--- src/core/sstg_pkg.sv ---
// constants for the scan sensor timing generator
package sstg_pkg;
  // ==========================================
  // register word indexes (byte address = index * 4)
  localparam logic [29:0] IDX_AUX_EDGES = 30'h01ff88a2;
  localparam logic [29:0] IDX_AUX_EDGES_HI = 30'h01ff88a3;
  localparam logic [29:0] IDX_SMP_EDGES = 30'h01ff88a4;
  localparam logic [29:0] IDX_SMP_MODE = 30'h01ff88a5;
  localparam logic [29:0] IDX_CLAMP_LEN = 30'h01ff88a6;
  localparam logic [29:0] IDX_CLAMP_CTL = 30'h01ff88a7;
  localparam logic [29:0] IDX_SKIP_LO = 30'h01ff88a8;
  localparam logic [29:0] IDX_SKIP_HI = 30'h01ff88a9;
  localparam logic [29:0] IDX_CLAMP_EDGES = 30'h01ff88aa;
  localparam logic [29:0] IDX_CLAMP_EDGES_HI = 30'h01ff88ab;
  localparam logic [29:0] IDX_SCAN_CTRL = 30'h01ff88b0;
  localparam logic [29:0] IDX_LEAD_IN = 30'h01ff88b1;
  localparam logic [29:0] IDX_LINE_LAST = 30'h01ff88b2;
  localparam logic [29:0] IDX_STATUS = 30'h01ff88b3;
  // ==========================================
  // field positions
  localparam int FALL_LSB = 4;
  localparam int RISE_LSB = 0;
  localparam int MODE_BIT = 7;
  localparam int METHOD_BIT = 7;
  localparam int INT_EN_BIT = 6;
  localparam int EXT_EN_BIT = 5;
  localparam int EXT_GB_BIT = 4;
  localparam int EXT_INV_BIT = 3;
  localparam int ORIGIN_BIT = 7;
  localparam int SCAN_BIT = 0;
  localparam int DIV_LSB = 4;
  localparam int DELAY_LSB = 8;
  localparam int SHIFT_BIT = 10;
  // ==========================================
  // reset values
  localparam logic [7:0] EDGES_RST = 8'h00;
  localparam logic [13:0] COUNT_RST = 14'h0000;
  localparam logic [4:0] CLAMP_CTL_RST = 5'h00;
  localparam logic [3:0] DIV_RST = 4'h0;
  localparam logic [2:0] SHD_RST = 3'h0;
endpackage : sstg_pkg

--- src/core/sstg_timing_gen.sv ---
// dot-period timing generator: aux clock c, sample strobe and clamp outputs
//
// Notes on behaviour
// - aux clock c falls at divider count in edge bits 7-4.
// - aux clock c rises at divider count in edge bits 3-0.
// - strobe mode 0 runs while scanning; mode 1 only on valid pixels.
// - strobe mode never changes the count of data-capture pulses.
// - sample strobe falls at divider count in bits 7-4.
// - sample strobe rises at divider count in bits 3-0.
// - clamp method bit: 1 line-based window, 0 pixel-based.
// - line-based window lasts the seven-bit window length in dots.
// - pixel-based clamp runs in every dot of the scanline.
// - internal and external clamp share one shift and delay setting.
// - origin bit 1 counts skip dots from scanline start, lead-in included.
// - origin bit 0 counts skip dots from the first valid pixel.
// - window starts after the fourteen-bit skip count of dots.
// - origin 0: line ending before skip is done gives no clamp.
// - origin 1: lead-in shorter than skip gives no clamp at all.
// - origin and skip only matter for line-based clamping.
// - clamp wave falls at divider count in clamp edge bits 7-4.
// - clamp wave rises at divider count in clamp edge bits 3-0.
`timescale 1ns/1ps
module sstg_timing_gen
  import sstg_pkg::*;
(
  input wire logic ref_clk,
  input wire logic resetn,
  input wire logic psel,
  input wire logic penable,
  input wire logic pwrite,
  input wire logic [31:0] paddr,
  input wire logic [31:0] pwdata,
  output logic [31:0] prdata,
  output logic pready,
  output logic pslverr,
  input wire logic guardband_active,
  output logic aux_clock_c,
  output logic sample_strobe,
  output logic clamp_int,
  output logic clamp_ext,
  output logic pixel_capture
);

  // ==========================================
  // state
  typedef struct packed {
    logic [7:0] aux_edges;
    logic [7:0] smp_edges;
    logic smp_mode;
    logic [6:0] win_dots;
    logic [4:0] clamp_ctl;
    logic [13:0] skip_dots;
    logic origin;
    logic [7:0] clamp_edges;
    logic scan_active;
    logic [3:0] div_last;
    logic [2:0] shd;
    logic [13:0] lead_in;
    logic [13:0] line_last;
    logic [3:0] sub;
    logic [13:0] dot;
    logic aux;
    logic smp;
    logic cw;
    logic [3:0] dly;
    logic cl_int;
    logic cl_ext;
    logic cap;
    logic [31:0] rdata;
    logic err;
  } sstg_state_s;

  sstg_state_s s;
  sstg_state_s next_s;

  // per-dot wave: fall wins when both counts match
  // counts past div_last never match, so such an edge never happens
  function automatic logic edge_wave(input logic cur, input logic [3:0] sub,
                                     input logic [7:0] edges);
    if (sub == edges[FALL_LSB +: 4]) begin
      return 1'b0;
    end else if (sub == edges[RISE_LSB +: 4]) begin
      return 1'b1;
    end
    return cur;
  endfunction : edge_wave

  // address decode of the word index
  function automatic logic mapped(input logic [29:0] idx);
    return (idx >= IDX_AUX_EDGES && idx <= IDX_CLAMP_EDGES_HI) ||
           (idx >= IDX_SCAN_CTRL && idx <= IDX_STATUS);
  endfunction : mapped

  logic dot_end;
  logic valid_dot;
  logic [14:0] ref_dot;
  logic [14:0] win_end;
  logic line_win;
  logic clamp_sel;
  logic [4:0] taps;
  logic [2:0] tap_sel;
  logic picked;
  logic wr;
  logic [29:0] idx;

  // ==========================================
  // dot timing and clamp window
  always_comb begin
    dot_end = (s.sub == s.div_last);
    // lead-in dots are scanned but carry no pixel data
    valid_dot = s.scan_active && (s.dot >= s.lead_in);
    // origin picks where the skip count starts
    if (s.origin) begin
      ref_dot = {1'b0, s.dot};
    end else begin
      ref_dot = {1'b0, s.dot} - {1'b0, s.lead_in};
    end
    // one bit wider so skip plus length cannot wrap
    win_end = 15'({1'b0, s.skip_dots} + {8'h00, s.win_dots});
    // origin 1 needs the skip inside the lead-in, origin 0 only valid dots
    line_win = s.scan_active && ref_dot >= {1'b0, s.skip_dots}
               && ref_dot < win_end
               && (s.origin ? (s.lead_in >= s.skip_dots) : valid_dot);
    // method selects window or whole line; origin/skip unused otherwise
    if (s.clamp_ctl[4]) begin
      clamp_sel = s.cw && line_win;
    end else begin
      clamp_sel = s.cw && s.scan_active;
    end
    // one shared shift/delay tap for both clamp outputs
    // tap 0 is the undelayed select; the two-bit delay adds 0 to 3 stages and shift adds one
    taps = {s.dly, clamp_sel};
    tap_sel = {1'b0, s.shd[1:0]} + {2'b00, s.shd[2]};
    picked = taps[tap_sel];
  end

  // ==========================================
  // apb decode
  assign idx = paddr[31:2];
  assign wr = psel && penable && pwrite;
  // zero wait states: each access completes at its first access edge
  assign pready = 1'b1;
  assign prdata = s.rdata;
  assign pslverr = s.err && psel && penable;

  // ==========================================
  // next state
  always_comb begin
    next_s = s;
    // register writes in the access phase
    if (wr) begin
      // reserved high bytes and status fall to the default and are dropped
      case (idx)
        IDX_AUX_EDGES: next_s.aux_edges = pwdata[7:0];
        IDX_SMP_EDGES: next_s.smp_edges = pwdata[7:0];
        IDX_SMP_MODE: next_s.smp_mode = pwdata[MODE_BIT];
        IDX_CLAMP_LEN: next_s.win_dots = pwdata[6:0];
        IDX_CLAMP_CTL: next_s.clamp_ctl = pwdata[METHOD_BIT:EXT_INV_BIT];
        IDX_SKIP_LO: next_s.skip_dots[7:0] = pwdata[7:0];
        IDX_SKIP_HI: begin
          next_s.skip_dots[13:8] = pwdata[5:0];
          next_s.origin = pwdata[ORIGIN_BIT];
        end
        IDX_CLAMP_EDGES: next_s.clamp_edges = pwdata[7:0];
        IDX_SCAN_CTRL: begin
          next_s.scan_active = pwdata[SCAN_BIT];
          next_s.div_last = pwdata[DIV_LSB +: 4];
          next_s.shd = pwdata[SHIFT_BIT:DELAY_LSB];
        end
        IDX_LEAD_IN: next_s.lead_in = pwdata[13:0];
        IDX_LINE_LAST: next_s.line_last = pwdata[13:0];
        default: next_s.err = s.err;
      endcase
    end
    // read data and error captured in the setup phase
    // latching at setup lets both stand unchanged through the access
    if (psel && !penable) begin
      next_s.err = !mapped(idx);
      next_s.rdata = 32'h00000000;
      if (idx == IDX_STATUS) begin
        next_s.rdata = {12'h000, s.cl_ext, s.cl_int, valid_dot, s.scan_active, 2'b00, s.dot};
      end else if (idx == IDX_SCAN_CTRL) begin
        next_s.rdata = {21'h0, s.shd, s.div_last, 3'b000, s.scan_active};
      end
    end
    // divider and dot counters
    // stopping the scan parks both counters, so a restart begins at dot 0
    if (!s.scan_active) begin
      next_s.sub = 4'h0;
      next_s.dot = COUNT_RST;
    end else if (dot_end) begin
      next_s.sub = 4'h0;
      next_s.dot = (s.dot == s.line_last) ? COUNT_RST : 14'(s.dot + 14'h0001);
    end else begin
      next_s.sub = 4'(s.sub + 4'h1);
    end
    // per-dot waves
    // scan_active gates every wave, so each starts low after a restart
    next_s.aux = s.scan_active && edge_wave(s.aux, s.sub, s.aux_edges);
    if (s.smp_mode) begin
      next_s.smp = valid_dot && edge_wave(s.smp, s.sub, s.smp_edges);
    end else begin
      next_s.smp = s.scan_active && edge_wave(s.smp, s.sub, s.smp_edges);
    end
    next_s.cw = s.scan_active && edge_wave(s.cw, s.sub, s.clamp_edges);
    // one capture pulse per valid dot whatever the strobe mode
    next_s.cap = valid_dot && dot_end;
    // shared delay line and clamp gating
    // guardband holds the last external level rather than forcing it low
    next_s.dly = taps[3:0];
    next_s.cl_int = s.clamp_ctl[3] && picked;
    if (!(s.clamp_ctl[1] && guardband_active)) begin
      next_s.cl_ext = (s.clamp_ctl[2] && picked) ^ s.clamp_ctl[0];
    end
  end

  // ==========================================
  // state register
  // the async reset clears every field, which also stops the scan
  always_ff @(posedge ref_clk or negedge resetn) begin
    if (!resetn) begin
      s <= '0;
    end else begin
      s <= next_s;
    end
  end

  assign aux_clock_c = s.aux;
  assign sample_strobe = s.smp;
  assign clamp_int = s.cl_int;
  assign clamp_ext = s.cl_ext;
  assign pixel_capture = s.cap;

  // ==========================================
  // checks
  // each property looks at the registered value one edge after the decision
  property p_aux_fall;
    @(posedge ref_clk) disable iff (!resetn)
      s.sub == s.aux_edges[7:4] && !wr |=> !aux_clock_c;
  endproperty
  a_aux_fall: assert property (p_aux_fall) else $error("aux clock c missed fall");

  property p_aux_rise;
    @(posedge ref_clk) disable iff (!resetn)
      s.scan_active && s.sub == s.aux_edges[3:0] && s.aux_edges[3:0] != s.aux_edges[7:4]
      |=> aux_clock_c;
  endproperty
  a_aux_rise: assert property (p_aux_rise) else $error("aux clock c missed rise");

  property p_smp_fall;
    @(posedge ref_clk) disable iff (!resetn)
      s.sub == s.smp_edges[7:4] |=> !sample_strobe;
  endproperty
  a_smp_fall: assert property (p_smp_fall) else $error("strobe missed fall");

  property p_smp_rise;
    @(posedge ref_clk) disable iff (!resetn)
      !s.smp_mode && s.scan_active && s.sub == s.smp_edges[3:0]
      && s.smp_edges[3:0] != s.smp_edges[7:4] |=> sample_strobe;
  endproperty
  a_smp_rise: assert property (p_smp_rise) else $error("strobe missed rise");

  property p_smp_valid_only;
    @(posedge ref_clk) disable iff (!resetn)
      s.smp_mode && !valid_dot |=> !sample_strobe;
  endproperty
  a_smp_valid_only: assert property (p_smp_valid_only) else $error("strobe outside pixels");

  property p_capture;
    @(posedge ref_clk) disable iff (!resetn)
      pixel_capture |-> $past(valid_dot) && $past(s.sub) == $past(s.div_last);
  endproperty
  a_capture: assert property (p_capture) else $error("capture pulse misplaced");

  // six quiet select cycles flush the deepest tap and the output flop
  property p_no_clamp_short_lead;
    @(posedge ref_clk) disable iff (!resetn)
      (s.clamp_ctl[4] && s.origin && s.lead_in < s.skip_dots) [*6] |-> !clamp_int;
  endproperty
  a_no_clamp_short_lead: assert property (p_no_clamp_short_lead) else $error("clamp on short lead");

  property p_pixel_clamp;
    @(posedge ref_clk) disable iff (!resetn)
      !s.clamp_ctl[4] && s.clamp_ctl[3] && s.shd == 3'b000 && s.cw && s.scan_active
      |=> clamp_int;
  endproperty
  a_pixel_clamp: assert property (p_pixel_clamp) else $error("pixel clamp missing");

  property p_int_gate;
    @(posedge ref_clk) disable iff (!resetn)
      !s.clamp_ctl[3] |=> !clamp_int;
  endproperty
  a_int_gate: assert property (p_int_gate) else $error("internal clamp not gated");

  property p_ext_freeze;
    @(posedge ref_clk) disable iff (!resetn)
      s.clamp_ctl[1] && guardband_active |=> $stable(clamp_ext);
  endproperty
  a_ext_freeze: assert property (p_ext_freeze) else $error("external clamp moved in guardband");

  // disabled external clamp shows only the invert level
  property p_ext_gate;
    @(posedge ref_clk) disable iff (!resetn)
      !s.clamp_ctl[2] && !(s.clamp_ctl[1] && guardband_active)
      |=> clamp_ext == $past(s.clamp_ctl[0]);
  endproperty
  a_ext_gate: assert property (p_ext_gate) else $error("external clamp not gated");

  // stopped scan drives no aux clock c, no strobe and no capture
  property p_idle_low;
    @(posedge ref_clk) disable iff (!resetn)
      !s.scan_active |=> !aux_clock_c && !sample_strobe && !pixel_capture;
  endproperty
  a_idle_low: assert property (p_idle_low) else $error("wave while scan stopped");

  // at most one capture per dot
  property p_capture_single;
    @(posedge ref_clk) disable iff (!resetn)
      pixel_capture && s.div_last != 4'h0 |=> !pixel_capture;
  endproperty
  a_capture_single: assert property (p_capture_single) else $error("double capture");

  // clamp wave edges inside the dot
  property p_clamp_fall;
    @(posedge ref_clk) disable iff (!resetn)
      s.sub == s.clamp_edges[7:4] |=> !s.cw;
  endproperty
  a_clamp_fall: assert property (p_clamp_fall) else $error("clamp wave missed fall");

  property p_clamp_rise;
    @(posedge ref_clk) disable iff (!resetn)
      s.scan_active && s.sub == s.clamp_edges[3:0]
      && s.clamp_edges[3:0] != s.clamp_edges[7:4] |=> s.cw;
  endproperty
  a_clamp_rise: assert property (p_clamp_rise) else $error("clamp wave missed rise");

  c_line_clamp: cover property (@(posedge ref_clk) disable iff (!resetn)
    s.clamp_ctl[4] && clamp_int);
  c_valid_strobe: cover property (@(posedge ref_clk) disable iff (!resetn)
    s.smp_mode && sample_strobe);
  c_line_wrap: cover property (@(posedge ref_clk) disable iff (!resetn)
    s.scan_active && dot_end && s.dot == s.line_last);
  c_short_lead: cover property (@(posedge ref_clk) disable iff (!resetn)
    s.clamp_ctl[4] && s.origin && s.lead_in < s.skip_dots);

endmodule : sstg_timing_gen

--- config.mk ---
export PLATFORM = sky130hd
export DESIGN_NAME = sstg_timing_gen
export DESIGN_NICKNAME = d
export VERILOG_FILES = /design/src/core/sstg_pkg.sv /design/src/core/sstg_timing_gen.sv
export SDC_FILE = /design/constraint.sdc
export NUM_CORES = 1
export LEC_CHECK = 0
export BUFFER_PORTS_ARGS = -buffer_cell sky130_fd_sc_hd__buf_2
export CAP_MARGIN = 20
export CORE_ASPECT_RATIO = 1.1
export CORE_MARGIN = 3
export CORE_UTILIZATION = 50
export CTS_BUF_LIST = sky130_fd_sc_hd__clkbuf_16
export DETAILED_ROUTE_END_ITERATION = 10
export PLACE_DENSITY = 0.71
export SETUP_SLACK_MARGIN = 0.15
export SYNTH_ARGS = -nofsm -noshare
export SYNTH_HDL_FRONTEND = slang
export SYNTH_SLANG_ARGS = --single-unit
--- constraint.sdc ---
create_clock -name ref_clk -period 5.5 [get_ports ref_clk]
set_input_delay 1.1 -clock ref_clk [delete_from_list [all_inputs] [get_ports ref_clk]]
set_output_delay 1.1 -clock ref_clk [all_outputs]
set_load 0.01 [all_outputs]
### Yosys cells after proc, flatten, opt, wreduce, memory -nomap -nowiden

Cells that the tools add are included.

* flip-flop bits (word level): 149
* output and inout bits: 39
* word-level logic and storage cells: 128
* input bits: 70

* eq/ne operators: 21
* muxes and demuxes: 32
* $add $sub $neg: 5
* reduce and logical (&&, ||, !) cells: 35
* magnitude comparators: 9
* bitwise logic cells: 1

Operator list (count)
* equality test 30 x 25 -> 1 bit (second input constant): 12
* >= comparator 30 x 25 -> 1 bit (second input constant): 2
* <= comparator 30 x 25 -> 1 bit (second input constant): 2
* equality test 4 bit: 7
* >= comparator 14 bit: 2
* 2-to-1 mux 14 bit: 2
* 2-to-1 mux 1 bit: 24
* AND reduction 2 bit: 11
* logical AND 1 bit: 21
* 2-to-1 mux 20 bit: 1
* 2-to-1 mux 18 bit: 1
* adder 14 x 7 -> 15 bit: 1
* >= comparator 15 x 14 -> 1 bit: 1
* < comparator 15 bit: 1
* 2-to-1 mux 15 bit: 1
* subtractor 14 x 14 -> 15 bit: 1
* adder 14 x 1 -> 14 bit (second input constant): 1
* equality test 14 bit: 1
* 2-to-1 mux 11 bit: 1
* adder 4 x 1 -> 4 bit (second input constant): 1
* < comparator 3 x 4 -> 1 bit (second input constant): 1
* 2-to-1 mux 4 bit: 1
* adder 2 x 1 -> 3 bit: 1
* binary-select mux 1 bit (select 3 bit): 1
* 4 further kinds: 5

### Longest topological paths before layout

Gate-level depths: netlist of run 1.

* depth in word-level cells: 12
* gate-level depth with buffers: 21
* depth with buffers taken out: 20

### Least setup slack after synthesis of run 1

OpenSTA, ideal clock, no wires.

* path kind: register to register
* from: reg s[43] in the netlist's numbering
* to: reg s (netlist bit clamp_ext)
* data arrival time: 4.261 ns
* clock period less this slack: 4.329 ns
* required time: 5.432 ns
* path buffers: 1
* setup time: 0.068 ns
* cell stages (with the launch flop): 22
* path slack: 1.171 ns
* path through: dfrtp_1 > clkbuf_1 > inv_1 > ha_1 > fa_1 > nor2b_1 > o31ai_1 > a21oi_1 > a21oi_1 > o21bai_1 > a21oi_1 > xor2_1 > o21ai_0 > ha_1 > a211oi_1 > nor2_1 > a211o_1 > a2111oi_0 > o211ai_1 > o21ai_0 > mux2_2 > nand3_1

* cells in the longest elaborated chain, start to end: 12
* elaborated cells on any way between the ends: 16
* classes of those cells: add/sub: 1; order compare: 3; mux: 5; bitwise: 1; reduce/logical: 6

RTL lines
* start, declared: RTL line sstg_timing_gen.sv:73 `sstg_state_s s;`
* start signal, assigned: RTL line sstg_timing_gen.sv:224 `s <= next_s;`
* subtractor 14 x 14 -> 15 bit: RTL line sstg_timing_gen.sv:116 `ref_dot = {1'b0, s.dot} - {1'b0, s.lead_in};`
* 2-to-1 mux 15 bit: RTL line sstg_timing_gen.sv:113 `if (s.origin) begin`
* >= comparator 15 x 14 -> 1 bit: RTL line sstg_timing_gen.sv:121 `line_win = s.scan_active && ref_dot >= {1'b0, s.skip_dots}`
* logical AND 1 bit: RTL line sstg_timing_gen.sv:121
* logical AND 1 bit: RTL line sstg_timing_gen.sv:122 `&& ref_dot < win_end`
* logical AND 1 bit *: RTL line sstg_timing_gen.sv:123 `&& (s.origin ? (s.lead_in >= s.skip_dots) : valid_dot);`
* logical AND 1 bit *: RTL line sstg_timing_gen.sv:126 `clamp_sel = s.cw && line_win;`
* 2-to-1 mux 1 bit *: RTL line sstg_timing_gen.sv:125 `if (s.clamp_ctl[4]) begin`
* binary-select mux 1 bit (select 3 bit) *: RTL line sstg_timing_gen.sv:134 `picked = taps[tap_sel];`
* 2-to-1 mux 1 bit (not written as such) *: RTL line sstg_timing_gen.sv:134
* logical AND 1 bit *: RTL line sstg_timing_gen.sv:213 `next_s.cl_ext = (s.clamp_ctl[2] && picked) ^ s.clamp_ctl[0];`
* XOR 1 bit *: RTL line sstg_timing_gen.sv:213

Mark *: on every way between the ends. The rest lies on a longest branch, timed or not. The select of a mux whose other input is x is not followed.
A chain may end at the register's enable or synchronous reset.

### Worst setup path after layout of run 1

* from: reg s[48] in the netlist's numbering
* to: reg s (netlist bit clamp_ext)

Same word-level chain as after synthesis.

==> impl_metrics.prom, run 1 <==
# TYPE chip_impl_metric gauge
chip_impl_metric{name="final_number_of_hold_violating_endpoints",unit=""} 0
chip_impl_metric{name="ys_async_sr_fraction",unit=""} 1.00
chip_impl_metric{name="detailedRoute.firstIterationViolations",unit=""} 452
chip_impl_metric{name="setup_viol",unit=""} 0
chip_impl_metric{name="post_drt_via_cell_ratio",unit=""} 5.62
chip_impl_metric{name="largest_net_degree_at_the_start_of_global_routing",unit=""} 83
chip_impl_metric{name="boundaryPins",unit=""} 109
chip_impl_metric{name="fin_crit",unit="ps"} 4940
chip_impl_metric{name="num-nets-final",unit=""} 1060
chip_impl_metric{name="ir_drop",unit="V"} 0.000233
chip_impl_metric{name="tns",unit="ps"} 0
chip_impl_metric{name="final_critical_path_setup_slack",unit="ps"} 557
chip_impl_metric{name="post-place-cells",unit=""} 1104
chip_impl_metric{name="synth.avg_cell_area",unit="um^2"} 9.74
chip_impl_metric{name="proportion_of_layout_cells_with_a_drive_suffix_above_1",unit=""} 0.199
chip_impl_metric{name="coreArea",unit="mm^2"} 0.0164
chip_impl_metric{name="cts_num_sinks",unit=""} 135
chip_impl_metric{name="port_buffers",unit=""} 73
chip_impl_metric{name="syn_area",unit="mm^2"} 0.00844
chip_impl_metric{name="grt_antenna_before_repair",unit=""} 0
chip_impl_info{name="synth_area_leader",value="sky130_fd_sc_hd__dfrtp_1"} 1
chip_impl_metric{name="relative_slew_slack",unit=""} 0.305
chip_impl_metric{name="routed_wire_length",unit="um"} 20400
chip_impl_metric{name="cts-buffers-inserted",unit=""} 17
chip_impl_info{name="tritoncts",value="built"} 1
chip_impl_metric{name="fin_area",unit="mm^2"} 0.00941
chip_impl_metric{name="number_of_enable_flip_flop_cells_after_synthesis",unit=""} 0
chip_impl_metric{name="gp_routability_congestion",unit=""} 0.903
chip_impl_metric{name="antenna_cells",unit=""} 0
chip_impl_metric{name="first_pass_iters",unit=""} 5
chip_impl_metric{name="pre_cts_ws",unit="ps"} 430
chip_impl_metric{name="layout.filler_cells",unit=""} 1435
chip_impl_info{name="start_to_end_type_of_the_worst_setup_path",value="reg -> reg"} 1
chip_impl_info{name="yosys-top-cells-area",value="sky130_fd_sc_hd__dfrtp_1 40%, sky130_fd_sc_hd__ha_1 9.9%, sky130_fd_sc_hd__mux2_2 7.2%"} 1
chip_impl_metric{name="syn-instance-count",unit=""} 867
chip_impl_info{name="post_synth_top_flop",value="sky130_fd_sc_hd__dfrtp_1"} 1
chip_impl_metric{name="final_routed_wire_length_divided_by_cell_count",unit="um"} 17.9
chip_impl_metric{name="track_usage",unit=""} 0.228
chip_impl_metric{name="dr_total_vias",unit=""} 6392
chip_impl_metric{name="dieArea",unit="mm^2"} 0.0185
chip_impl_metric{name="synth.yosys.warnings",unit=""} 0
chip_impl_metric{name="maximum_achievable_frequency",unit="MHz"} 202
chip_impl_metric{name="worst_hold_slack",unit="ps"} 383
chip_impl_metric{name="postRouteAntennaNets",unit=""} 0
chip_impl_metric{name="clock_input_transition_at_the_sequential_cells_of_the_worst_setup_and_hold_paths",unit="ps"} 70
chip_impl_metric{name="timing.final.max_slew_violations",unit=""} 0
chip_impl_info{name="crit_start_category",value="flip-flop"} 1
chip_impl_metric{name="grt_pass1_wl",unit="um"} 32700
chip_impl_metric{name="floorplan.die.height",unit="um"} 142
chip_impl_metric{name="worst_skew_pair.late_latency",unit="ps"} 430
chip_impl_metric{name="finClkSkew",unit="ps"} 10.5
chip_impl_metric{name="actual_slew_at_the_worst_max_slew_pin",unit="ps"} 1040
chip_impl_metric{name="yosys.cell_types.count",unit=""} 62
chip_impl_metric{name="final_core_util",unit=""} 0.572
chip_impl_metric{name="postSynthRegisterBits",unit=""} 135
chip_impl_metric{name="register_area",unit="mm^2"} 0.00338
chip_impl_info{name="worstSetupEndpointType",value="flip-flop"} 1
chip_impl_metric{name="first_global_vias",unit=""} 6202
chip_impl_metric{name="leakage",unit="nW"} 4.76
chip_impl_metric{name="remaining_drc_errors",unit=""} 0
chip_impl_metric{name="timing.critical_path.required",unit="ps"} 5870
chip_impl_metric{name="critPathMaxFanout",unit=""} 6
chip_impl_info{name="cts.root.buffer_cell",value="sky130_fd_sc_hd__clkbuf_16"} 1
chip_impl_metric{name="synth.yosys.seq_area_share",unit=""} 0.400
chip_impl_metric{name="h-tree-depth",unit=""} 4
chip_impl_info{name="run_status",value="complete, no violations"} 1
chip_impl_metric{name="power-per-cell-area",unit="mW/mm^2"} 237
chip_impl_metric{name="place.detailed.hpwl",unit="um"} 14700
chip_impl_metric{name="row_count",unit=""} 49
chip_impl_metric{name="final-instance-count-excl-fill",unit=""} 1137
chip_impl_metric{name="layout-area-overhead-vs-synth",unit="%"} 11.4
chip_impl_metric{name="total_power",unit="mW"} 2.23
chip_impl_metric{name="maxCapViolations",unit=""} 0
chip_impl_metric{name="post-cts-setup-buffers",unit=""} 0
chip_impl_info{name="grt_setup_unrepaired",value="no"} 1
chip_impl_metric{name="multi_input_comb_area",unit="mm^2"} 0.00457
chip_impl_metric{name="worstPathArrival",unit="ps"} 5310
chip_impl_metric{name="detailed_place.area",unit="mm^2"} 0.00881
chip_impl_metric{name="initial_utilization",unit=""} 0.514
chip_impl_metric{name="netlist.area_leader.share",unit=""} 0.400
chip_impl_metric{name="post-route-period-util",unit=""} 0.899
chip_impl_metric{name="max-clock-path-buffers",unit=""} 2
chip_impl_info{name="holdCritPathClass",value="reg -> reg"} 1
chip_impl_metric{name="fp.dieW",unit="um"} 130
chip_impl_metric{name="overflow",unit=""} 0
path summary, 6_finish.rpt:
path	from	end	slack [ps]	depth (start not counted)
worst min register to register	next_s[39]$_DFF_PN0_	s[39]$_DFF_PN0_	380	0
worst min-delay path	next_s[39]$_DFF_PN0_	s[39]$_DFF_PN0_	380	0
worst max register to register	s[48]$_DFFE_PN0P_	clamp_ext$_DFFE_PN0N_	560	18
min in group asynchronous	resetn	prdata[18]$_DFFE_PN0P_	700	1
worst max-delay path	s[48]$_DFFE_PN0P_	clamp_ext$_DFFE_PN0N_	560	18
max in group asynchronous	resetn	s[40]$_DFF_PN0_	3590	2
registers in the layout, indices dropped and copies added, names as in the netlist:
register       count
aux_clock_c        1
clamp_ext          1
clamp_int          1
next_s             3
pixel_capture      1
prdata            18
s                109
sample_strobe      1
power by group:
part | leakage [nW] | total (mW) | internal, mW | switching (mW)
sequential | 1.72 | 1.00 | 1.00 | 0.00371
clock | 0.283 | 1.14 | 0.670 | 0.467
combinational | 2.75 | 0.0924 | 0.0267 | 0.0657
metal layers:
layer,share of wire,global-route usage,vias up
li1,-,-,3102
met1,0.45,0.312,3127
met2,0.50,0.373,134
met3,0.036,0.0402,29
met4,0.018,0.0646,0
met5,0,0,-
area by class of cell:
cell class	count	share of cell area
clock inverter	14	0.0162
tap	204	0.0271
clock buffer	17	0.0452
inverter	47	0.0188
timing repair buffer	83	0.0475
sequential	135	0.359
multi-input combinational	637	0.486
kinds of logic (layout without fill, tap and decap cells):
group | Yosys count | count (layout) | synth area share
mux | 64 | 64 | 0.0886
xor+xnor | 74 | 74 | 0.0768
compound gates | 161 | 161 | 0.120
fa+ha+maj | 69 | 69 | 0.104
buf+inv | 108 | 161 | 0.0643
simple gates | 254 | 254 | 0.145
other cells | 2 | 15 | 0.000890
flops | 135 | 135 | 0.400
worst max-delay path, stage by stage, from the launching register on:
cell                        delay, ps
sky130_fd_sc_hd__dfrtp_1          490
sky130_fd_sc_hd__ha_1             390
sky130_fd_sc_hd__a21o_1           200
sky130_fd_sc_hd__a21o_1           170
sky130_fd_sc_hd__a21oi_1          180
sky130_fd_sc_hd__a31oi_1          210
sky130_fd_sc_hd__o21a_1           250
sky130_fd_sc_hd__o31a_1           250
sky130_fd_sc_hd__o21a_1           170
sky130_fd_sc_hd__o31ai_1          410
sky130_fd_sc_hd__ha_1             320
sky130_fd_sc_hd__nand4_1          150
sky130_fd_sc_hd__nor2_1            70
sky130_fd_sc_hd__a211o_1          280
sky130_fd_sc_hd__a2111oi_1        350
sky130_fd_sc_hd__o211ai_1         250
sky130_fd_sc_hd__o21ai_1          290
sky130_fd_sc_hd__mux2_2           370
sky130_fd_sc_hd__nand3_1           70
cell usage after synthesis (all sizes together), types with 3 or more instances:
library cell	instances
a211oi	3
a21o	10
a21oi	29
a221oi	10
a31oi	4
a41oi	3
and2	4
and3	6
buf	39
clkbuf	22
dfrtp	135
ha	67
inv	47
mux2	62
nand2	92
nand2b	5
nand3	27
nand3b	6
nand4	13
nor2	67
nor2b	6
nor3	12
nor4	5
o211ai	5
o21a	8
o21ai	62
o21bai	3
o31a	3
o31ai	6
o41ai	6
xnor2	36
xor2	38
cell usage in the layout, fill, tap and decap left out, types with 3 or more instances in the layout:
cell type                   instances
sky130_fd_sc_hd__nor2_1            64
sky130_fd_sc_hd__dfrtp_1          135
sky130_fd_sc_hd__o21bai_1           3
sky130_fd_sc_hd__o31a_1             3
sky130_fd_sc_hd__and3_1             6
sky130_fd_sc_hd__o31ai_1            6
sky130_fd_sc_hd__nor3_1             9
sky130_fd_sc_hd__ha_1              67
sky130_fd_sc_hd__inv_1             48
sky130_fd_sc_hd__nor2b_1            6
sky130_fd_sc_hd__o211ai_1           5
sky130_fd_sc_hd__a41oi_1            3
sky130_fd_sc_hd__nand2b_1           5
sky130_fd_sc_hd__mux2_4             8
sky130_fd_sc_hd__buf_2             72
sky130_fd_sc_hd__nand2_1           91
sky130_fd_sc_hd__inv_6              3
sky130_fd_sc_hd__nor4_1             5
sky130_fd_sc_hd__o41ai_1            6
sky130_fd_sc_hd__a31oi_1            4
sky130_fd_sc_hd__o21ai_0           60
sky130_fd_sc_hd__xnor2_1           36
sky130_fd_sc_hd__a221oi_1          10
sky130_fd_sc_hd__a211oi_1           3
sky130_fd_sc_hd__clkbuf_16         17
sky130_fd_sc_hd__o21a_1             8
sky130_fd_sc_hd__buf_4             10
sky130_fd_sc_hd__nand3_1           27
sky130_fd_sc_hd__a21o_1            10
sky130_fd_sc_hd__clkinv_4           3
sky130_fd_sc_hd__nand4_1           13
sky130_fd_sc_hd__and2_1             4
sky130_fd_sc_hd__mux2_2            54
sky130_fd_sc_hd__nand3b_1           6
sky130_fd_sc_hd__conb_1            15
sky130_fd_sc_hd__xor2_1            38
sky130_fd_sc_hd__nor2_2             3
sky130_fd_sc_hd__a21oi_1           29
what timing repair did:
| item | 4_1_cts | 5_1_grt |
|---|---|---|
| resized for setup | 0 | 2 |
| hold buffers | 0 | 0 |
| setup endpoints to repair | 0 | 1 |
Power figures use the tool's default switching activity.
==> inputs of run 2 (changes only) <==
--- a/config.mk
+++ b/config.mk
@@ -9,10 +9,10 @@
 export CAP_MARGIN = 20
 export CORE_ASPECT_RATIO = 1.1
 export CORE_MARGIN = 3
-export CORE_UTILIZATION = 50
+export CORE_UTILIZATION = 59
 export CTS_BUF_LIST = sky130_fd_sc_hd__clkbuf_16
 export DETAILED_ROUTE_END_ITERATION = 10
-export PLACE_DENSITY = 0.71
+export PLACE_DENSITY = 0.81
 export SETUP_SLACK_MARGIN = 0.15
 export SYNTH_ARGS = -nofsm -noshare
 export SYNTH_HDL_FRONTEND = slang
==> run 2 against run 1 <==
  * Total power is 2.7% lower
  * Register-to-register slack worse by 270 ps
  * Routed wire length is 0.48% higher
  * Utilization is 10 points higher
==> impl_metrics.prom, run 2 (synthesis results as in run 1) <==
# TYPE chip_impl_metric gauge
chip_impl_metric{name="tns",unit="ps"} 0
chip_impl_metric{name="cts_num_sinks",unit=""} 135
chip_impl_metric{name="reg2reg_setup_slack",unit="ps"} 290
chip_impl_metric{name="power-per-cell-area",unit="mW/mm^2"} 232
chip_impl_metric{name="layout-area-overhead-vs-synth",unit="%"} 10.8
chip_impl_metric{name="num-nets-final",unit=""} 1059
chip_impl_info{name="run_status",value="complete, no violations"} 1
chip_impl_metric{name="postRouteAntennaNets",unit=""} 0
chip_impl_metric{name="first_pass_iters",unit=""} 7
chip_impl_metric{name="layout.filler_cells",unit=""} 1084
chip_impl_metric{name="grt_antenna_before_repair",unit=""} 0
chip_impl_metric{name="clock_input_transition_at_the_sequential_cells_of_the_worst_setup_and_hold_paths",unit="ps"} 60
chip_impl_metric{name="cts-buffers-inserted",unit=""} 17
chip_impl_metric{name="post-route-period-util",unit=""} 0.948
chip_impl_info{name="worstSetupEndpointType",value="flip-flop"} 1
chip_impl_metric{name="post_drt_via_cell_ratio",unit=""} 5.86
chip_impl_metric{name="maxCapViolations",unit=""} 0
chip_impl_metric{name="setup_viol",unit=""} 0
chip_impl_info{name="grt_setup_unrepaired",value="no"} 1
chip_impl_info{name="leading_cell_type_in_the_layout_fill_and_taps_excluded",value="sky130_fd_sc_hd__dfrtp_1"} 1
chip_impl_metric{name="boundaryPins",unit=""} 109
chip_impl_metric{name="largest_net_degree_at_the_start_of_global_routing",unit=""} 99
chip_impl_metric{name="largest_reg_flops",unit=""} 109
chip_impl_metric{name="ir_drop",unit="V"} 0.000203
chip_impl_metric{name="detailed_place.area",unit="mm^2"} 0.00878
chip_impl_metric{name="final_number_of_hold_violating_endpoints",unit=""} 0
chip_impl_metric{name="proportion_of_layout_cells_with_a_drive_suffix_above_1",unit=""} 0.197
chip_impl_metric{name="worstPathArrival",unit="ps"} 5580
chip_impl_info{name="start_to_end_type_of_the_worst_setup_path",value="reg -> reg"} 1
chip_impl_metric{name="timing.critical_path.required",unit="ps"} 5870
chip_impl_metric{name="dieArea",unit="mm^2"} 0.0158
chip_impl_metric{name="cts_repair_resize_count",unit=""} 0
chip_impl_info{name="timing.hold.worst_endpoint",value="next_s[38]$_DFF_PN0_"} 1
chip_impl_metric{name="relative_slew_slack",unit=""} 0.351
chip_impl_metric{name="place.detailed.hpwl",unit="um"} 14700
chip_impl_metric{name="dr_total_vias",unit=""} 6572
chip_impl_info{name="holdCritPathClass",value="reg -> reg"} 1
chip_impl_metric{name="h-tree-depth",unit=""} 4
chip_impl_metric{name="first_global_vias",unit=""} 6450
chip_impl_metric{name="critPathMaxFanout",unit=""} 6
chip_impl_info{name="cts.root.buffer_cell",value="sky130_fd_sc_hd__clkbuf_16"} 1
chip_impl_metric{name="gp_routability_congestion",unit=""} 0.912
chip_impl_metric{name="remaining_drc_errors",unit=""} 0
chip_impl_metric{name="number_of_buffers_inserted_by_hold_repair_at_cts",unit=""} 0
chip_impl_metric{name="post-place-cells",unit=""} 1086
chip_impl_metric{name="post-cts-setup-buffers",unit=""} 0
chip_impl_info{name="min_delay_src",value="next_s[37]$_DFF_PN0_"} 1
chip_impl_metric{name="worst_skew_pair.late_latency",unit="ps"} 430
chip_impl_metric{name="initial_utilization",unit=""} 0.607
chip_impl_metric{name="depth_of_the_worst_register_to_register_path",unit=""} 18
chip_impl_metric{name="row_count",unit=""} 45
chip_impl_metric{name="fin_area",unit="mm^2"} 0.00936
chip_impl_metric{name="fin_crit",unit="ps"} 5210
chip_impl_metric{name="port_buffers",unit=""} 73
chip_impl_metric{name="timing.final.max_slew_violations",unit=""} 0
chip_impl_info{name="largest_register_by_flop_count",value="s"} 1
chip_impl_metric{name="floorplan.die.height",unit="um"} 131
chip_impl_metric{name="final_routed_wire_length_divided_by_cell_count",unit="um"} 18.3
chip_impl_metric{name="finClkSkew",unit="ps"} 7.69
chip_impl_info{name="most-common-layout-cells",value="135 x sky130_fd_sc_hd__dfrtp_1, 91 x sky130_fd_sc_hd__nand2_1, 72 x sky130_fd_sc_hd__buf_2"} 1
chip_impl_metric{name="fp.dieW",unit="um"} 120
chip_impl_metric{name="routed_wire_length",unit="um"} 20500
chip_impl_metric{name="track_usage",unit=""} 0.265
chip_impl_info{name="tritoncts",value="built"} 1
chip_impl_metric{name="antenna_cells",unit=""} 0
chip_impl_info{name="regToRegEndpoint",value="clamp_ext$_DFFE_PN0N_"} 1
chip_impl_metric{name="detailedRoute.firstIterationViolations",unit=""} 492
chip_impl_metric{name="overflow",unit=""} 0
chip_impl_metric{name="worst_hold_slack",unit="ps"} 385
chip_impl_metric{name="coreArea",unit="mm^2"} 0.0139
chip_impl_info{name="crit_start_category",value="flip-flop"} 1
chip_impl_metric{name="max-clock-path-buffers",unit=""} 2
chip_impl_metric{name="actual_slew_at_the_worst_max_slew_pin",unit="ps"} 971
chip_impl_metric{name="maximum_achievable_frequency",unit="MHz"} 192
chip_impl_metric{name="final-instance-count-excl-fill",unit=""} 1121
chip_impl_metric{name="grt_pass1_wl",unit="um"} 33200
chip_impl_metric{name="leakage",unit="nW"} 4.74
chip_impl_info{name="worstReg2RegStart",value="s[48]$_DFFE_PN0P_"} 1
chip_impl_metric{name="whs_path_depth",unit=""} 0
==> run 2: cell types whose count changed in the layout (fill, tap and decap cells not counted), sizes merged <==
| cell | before | now |
|---|---|---|
| buf | 83 | 82 |
| bufinv | 2 | 1 |
| clkinvlp | 2 | 4 |
==> run 2: metal layers <==
layer / wire length (um) / global-route usage / up-vias
met2: 10100 / 0.442 / 211
met3: 1170 / 0.0504 / 37
met1: 8770 / 0.351 / 3229
met4: 466 / 0.0815 / 0
met5: 0 / 0 / -
li1: - / - / 3095
==> run 2: power breakdown <==
group | leakage [nW] | switching, mW | internal, mW | total [mW]
sequential | 1.72 | 0.00403 | 1.00 | 1.00
clock | 0.268 | 0.456 | 0.622 | 1.08
combinational | 2.75 | 0.0647 | 0.0267 | 0.0914
total | 4.74 | 0.525 | 1.65 | 2.17
==> run 2: worst max path at each step <==
| stage | start | cells after the start | to |
|---|---|---|---|
| after global routing | s[43]$_DFFE_PN0P_ | 20 | clamp_ext$_DFFE_PN0N_ |
| after global placement | s[48]$_DFFE_PN0P_ | 18 | clamp_ext$_DFFE_PN0N_ |
| final | s[48]$_DFFE_PN0P_ | 18 | clamp_ext$_DFFE_PN0N_ |
| after floorplan | s[43]$_DFFE_PN0P_ | 21 | clamp_ext$_DFFE_PN0N_ |
| after detailed placement | s[48]$_DFFE_PN0P_ | 18 | clamp_ext$_DFFE_PN0N_ |
| after CTS | s[48]$_DFFE_PN0P_ | 18 | clamp_ext$_DFFE_PN0N_ |
==> run 2: cell type report <==
cell class	instances	area, um^2	area share
Timing Repair Buffer	82	439	0.0469
Inverter	47	176	0.0189
Clock buffer	17	425	0.0455
Sequential cell	135	3380	0.361
Multi-Input combinational cell	637	4570	0.488
Clock inverter	15	131	0.0140
Tap cell	188	235	0.0251
==> run 2: critical path, cell delays in order, from the launching register on <==
cell and delay, ps:
sky130_fd_sc_hd__dfrtp_1 480, sky130_fd_sc_hd__ha_1 380, sky130_fd_sc_hd__a21o_1 200, sky130_fd_sc_hd__a21o_1 170
sky130_fd_sc_hd__a21oi_1 180, sky130_fd_sc_hd__a31oi_1 210, sky130_fd_sc_hd__o21a_1 240, sky130_fd_sc_hd__o31a_1 250
sky130_fd_sc_hd__o21a_1 170, sky130_fd_sc_hd__o31ai_1 400, sky130_fd_sc_hd__ha_1 320, sky130_fd_sc_hd__nand4_1 150
sky130_fd_sc_hd__nor2_1 70, sky130_fd_sc_hd__a211o_1 290, sky130_fd_sc_hd__a2111oi_0 480, sky130_fd_sc_hd__o211ai_1 270
sky130_fd_sc_hd__o21ai_0 420, sky130_fd_sc_hd__mux2_2 380, sky130_fd_sc_hd__nand3_1 70
==> run 2: metrics by stage <==
stage / utilization / setup WS [ps] / total power, mW
2_1_floorplan: - / 1170 / 1.07
3_3_place_gp: 0.631 / 550 / 1.11
3_5_place_dp: 0.631 / 541 / 1.11
4_1_cts: 0.671 / 477 / 2.18
5_1_grt: 0.673 / 234 / 2.24
6_report: 0.673 / 286 / 2.17
==> inputs of run 3 (changes only) <==
--- a/config.mk
+++ b/config.mk
@@ -8,11 +8,12 @@
 export BUFFER_PORTS_ARGS = -buffer_cell sky130_fd_sc_hd__buf_2
 export CAP_MARGIN = 20
 export CORE_ASPECT_RATIO = 1.1
-export CORE_MARGIN = 3
+export CORE_MARGIN = 2
 export CORE_UTILIZATION = 59
 export CTS_BUF_LIST = sky130_fd_sc_hd__clkbuf_16
 export DETAILED_ROUTE_END_ITERATION = 10
 export PLACE_DENSITY = 0.81
+export RECOVER_POWER = 100
 export SETUP_SLACK_MARGIN = 0.15
 export SYNTH_ARGS = -nofsm -noshare
 export SYNTH_HDL_FRONTEND = slang
==> run 3 against run 2 <==
  * The run now ends with max-capacitance violations, max-slew violations left
  * First-iteration DRC count down 1.4%
  * Sequential power about the same
  * Clock skew up 2.5 ps
  * Non-clock buffer count unchanged
  * Register-to-register slack better by 200 ps
  * Routed wire length up 1.1%
  * Combinational power down 3.1%
  * Maximum frequency up 4.0%
  * Sequential cell count unchanged
  * Die area down 3.2%
  * Total power up 4.1%
  * Hold slack worse by 6.2 ps
  * Largest cell class unchanged
==> impl_metrics.prom, run 3 (synthesis results as in run 1) <==
# TYPE chip_impl_metric gauge
chip_impl_info{name="run_status",value="complete, but fails checks"} 1
chip_impl_info{name="failed_checks",value="max-capacitance violations, max-slew violations"} 1
chip_impl_metric{name="setup_viol",unit=""} 0
chip_impl_metric{name="first_pass_iters",unit=""} 7
chip_impl_metric{name="maximum_achievable_frequency",unit="MHz"} 199
chip_impl_metric{name="dieArea",unit="mm^2"} 0.0153
chip_impl_metric{name="cp_max_stage_delay",unit="ps"} 470
chip_impl_metric{name="groute.layer.met3.usage",unit=""} 0.0489
chip_impl_metric{name="cts_repair_resize_count",unit=""} 0
chip_impl_metric{name="finClkSkew",unit="ps"} 10.2
chip_impl_metric{name="grt.met1_usage",unit=""} 0.346
chip_impl_info{name="crit_family",value="compound AO/OA/AOI/OAI gates"} 1
chip_impl_info{name="grt.busiest_layer",value="met2"} 1
chip_impl_info{name="regToRegEndpoint",value="clamp_ext$_DFFE_PN0N_"} 1
chip_impl_info{name="leading_cell_type_in_the_layout_fill_and_taps_excluded",value="sky130_fd_sc_hd__dfrtp_1"} 1
chip_impl_info{name="cts.root.buffer_cell",value="sky130_fd_sc_hd__clkbuf_16"} 1
chip_impl_info{name="min_delay_src",value="next_s[37]$_DFF_PN0_"} 1
chip_impl_info{name="most-common-layout-cells",value="135 x sky130_fd_sc_hd__dfrtp_1, 91 x sky130_fd_sc_hd__nand2_1, 67 x sky130_fd_sc_hd__nor2_1, 67 x sky130_fd_sc_hd__ha_1, 62 x sky130_fd_sc_hd__o21ai_0"} 1
chip_impl_metric{name="worstPathBufferInverterCount",unit=""} 0
chip_impl_metric{name="depth_of_the_worst_register_to_register_path",unit=""} 18
chip_impl_info{name="startpoint_of_the_worst_setup_timing_path",value="s[48]$_DFFE_PN0P_"} 1
chip_impl_metric{name="post_drt_via_cell_ratio",unit=""} 5.89
chip_impl_metric{name="critPathMaxFanout",unit=""} 6
chip_impl_metric{name="num-nets-final",unit=""} 1059
chip_impl_metric{name="largest_reg_flops",unit=""} 109
chip_impl_info{name="grt_setup_unrepaired",value="no"} 1
chip_impl_info{name="tritoncts",value="built"} 1
chip_impl_metric{name="boundaryPins",unit=""} 109
chip_impl_metric{name="proportion_of_layout_cells_with_a_drive_suffix_above_1",unit=""} 0.150
chip_impl_info{name="largest_register_by_flop_count",value="s"} 1
chip_impl_metric{name="row_count",unit=""} 45
chip_impl_metric{name="final_core_util",unit=""} 0.667
chip_impl_metric{name="initial_utilization",unit=""} 0.607
chip_impl_metric{name="routed_wire_length",unit="um"} 20700
chip_impl_info{name="cp_slowest_cell",value="sky130_fd_sc_hd__dfrtp_1"} 1
chip_impl_metric{name="detailedRoute.firstIterationViolations",unit=""} 485
chip_impl_metric{name="track_usage",unit=""} 0.278
chip_impl_metric{name="relative_slew_slack",unit=""} -0.611
chip_impl_metric{name="max-clock-path-buffers",unit=""} 2
chip_impl_info{name="start_to_end_type_of_the_worst_setup_path",value="reg -> reg"} 1
chip_impl_metric{name="place.detailed.hpwl",unit="um"} 14600
chip_impl_metric{name="antenna_cells",unit=""} 0
chip_impl_metric{name="timing.final.max_slew_violations",unit=""} 147
chip_impl_info{name="worstReg2RegStart",value="s[48]$_DFFE_PN0P_"} 1
chip_impl_metric{name="grt_pass1_wl",unit="um"} 32700
chip_impl_info{name="worstSetupEndpointType",value="flip-flop"} 1
chip_impl_metric{name="coreArea",unit="mm^2"} 0.0139
chip_impl_metric{name="first_global_vias",unit=""} 6447
chip_impl_info{name="endpoint",value="clamp_ext$_DFFE_PN0N_"} 1
chip_impl_info{name="cp_cell_sequence",value="ha_1, a21o_1, a21o_1, a21oi_1, a31oi_1, o21a_1, o31a_1, o21a_1, o31ai_1, ha_1, nand4_1, nor2_1, a211o_1, a2111oi_0, o211ai_1, o21ai_0, mux2_2, nand3_1"} 1
chip_impl_metric{name="ir_drop",unit="V"} 0.000220
chip_impl_metric{name="worst_skew_pair.late_latency",unit="ps"} 430
chip_impl_metric{name="postRouteAntennaNets",unit=""} 0
chip_impl_metric{name="leakage",unit="nW"} 4.62
chip_impl_metric{name="power-per-cell-area",unit="mW/mm^2"} 244
chip_impl_metric{name="tns",unit="ps"} 0
chip_impl_metric{name="clock_input_transition_at_the_sequential_cells_of_the_worst_setup_and_hold_paths",unit="ps"} 70
chip_impl_info{name="holdCritPathClass",value="reg -> reg"} 1
chip_impl_metric{name="cts_num_sinks",unit=""} 135
chip_impl_info{name="crit_start_category",value="flip-flop"} 1
chip_impl_metric{name="largest_net_degree_at_the_start_of_global_routing",unit=""} 97
chip_impl_metric{name="port_buffers",unit=""} 73
chip_impl_metric{name="dr_total_vias",unit=""} 6604
chip_impl_metric{name="remaining_drc_errors",unit=""} 0
chip_impl_metric{name="actual_slew_at_the_worst_max_slew_pin",unit="ps"} 2420
chip_impl_metric{name="number_of_buffers_inserted_by_hold_repair_at_cts",unit=""} 0
chip_impl_metric{name="reg2reg_setup_slack",unit="ps"} 490
chip_impl_metric{name="gp_routability_congestion",unit=""} 0.898
chip_impl_metric{name="post-route-period-util",unit=""} 0.912
chip_impl_metric{name="final_number_of_hold_violating_endpoints",unit=""} 0
chip_impl_metric{name="worstPathArrival",unit="ps"} 5370
chip_impl_metric{name="h-tree-depth",unit=""} 4
chip_impl_metric{name="worst-path-stages",unit=""} 18
chip_impl_metric{name="fin_crit",unit="ps"} 5010
chip_impl_metric{name="cts-buffers-inserted",unit=""} 17
chip_impl_metric{name="overflow",unit=""} 0
chip_impl_metric{name="grt_antenna_before_repair",unit=""} 0
chip_impl_metric{name="timing.critical_path.required",unit="ps"} 5860
chip_impl_metric{name="final_routed_wire_length_divided_by_cell_count",unit="um"} 18.5
chip_impl_metric{name="post-cts-setup-buffers",unit=""} 0
chip_impl_metric{name="layout-area-overhead-vs-synth",unit="%"} 9.90
chip_impl_metric{name="fp.dieW",unit="um"} 118
chip_impl_metric{name="floorplan.die.height",unit="um"} 129
chip_impl_metric{name="maxCapViolations",unit=""} 3
chip_impl_metric{name="met2_usage",unit=""} 0.470
## run 3: worst register-to-register path: stages (launching register included)
cell and delay, ps:
sky130_fd_sc_hd__dfrtp_1 470, sky130_fd_sc_hd__ha_1 390, sky130_fd_sc_hd__a21o_1 190, sky130_fd_sc_hd__a21o_1 170, sky130_fd_sc_hd__a21oi_1 180, sky130_fd_sc_hd__a31oi_1 220, sky130_fd_sc_hd__o21a_1 250, sky130_fd_sc_hd__o31a_1 260
sky130_fd_sc_hd__o21a_1 180, sky130_fd_sc_hd__o31ai_1 350, sky130_fd_sc_hd__ha_1 310, sky130_fd_sc_hd__nand4_1 140, sky130_fd_sc_hd__nor2_1 70, sky130_fd_sc_hd__a211o_1 290, sky130_fd_sc_hd__a2111oi_0 340, sky130_fd_sc_hd__o211ai_1 220
sky130_fd_sc_hd__o21ai_0 420, sky130_fd_sc_hd__mux2_2 390, sky130_fd_sc_hd__nand3_1 90
## run 3: area by class of cell
type                            instances  area, um^2
Clock inverter                         15         183
Timing Repair Buffer                   82         388
Tap cell                              188         235
Inverter                               47         176
Multi-Input combinational cell        637        4490
Fill cell                            1129        4630
Sequential cell                       135        3380
Clock buffer                           17         425
## run 3: how the worst min path moves through the flow
stage                     slack [ps]  cells after the start                   end
after floorplan                  350                      0       s[39]$_DFF_PN0_
after global placement           370                      0       s[39]$_DFF_PN0_
after detailed placement         360                      0  next_s[38]$_DFF_PN0_
after CTS                        380                      0  next_s[38]$_DFF_PN0_
after global routing             390                      0  next_s[38]$_DFF_PN0_
final                            380                      0  next_s[38]$_DFF_PN0_
## run 3: metrics by stage
stage                     instances  instance area, um^2  total power [mW]  worst slack, ps  hold slack, ps
after detailed placement       1088                 8790              1.12              585             364
after global placement         1087                 8780              1.11              583             365
after CTS                      1120                 9400              2.28              536             378
after global routing           1121                 9280              2.33              156             389
final                          1121                 9280              2.26              487             379
after floorplan                 880                 8490              1.07             1170             353
## run 3: per-layer routing
layer	wire length, um	share of wire
met5	0	0
met4	731	0.035
met3	1030	0.050
met2	10200	0.49
met1	8760	0.42
## run 3: power breakdown
part | switching (mW) | internal [mW] | leakage, nW
sequential | 0.00409 | 1.00 | 1.72
combinational | 0.0650 | 0.0236 | 2.60
clock | 0.482 | 0.687 | 0.294
total | 0.551 | 1.71 | 4.62
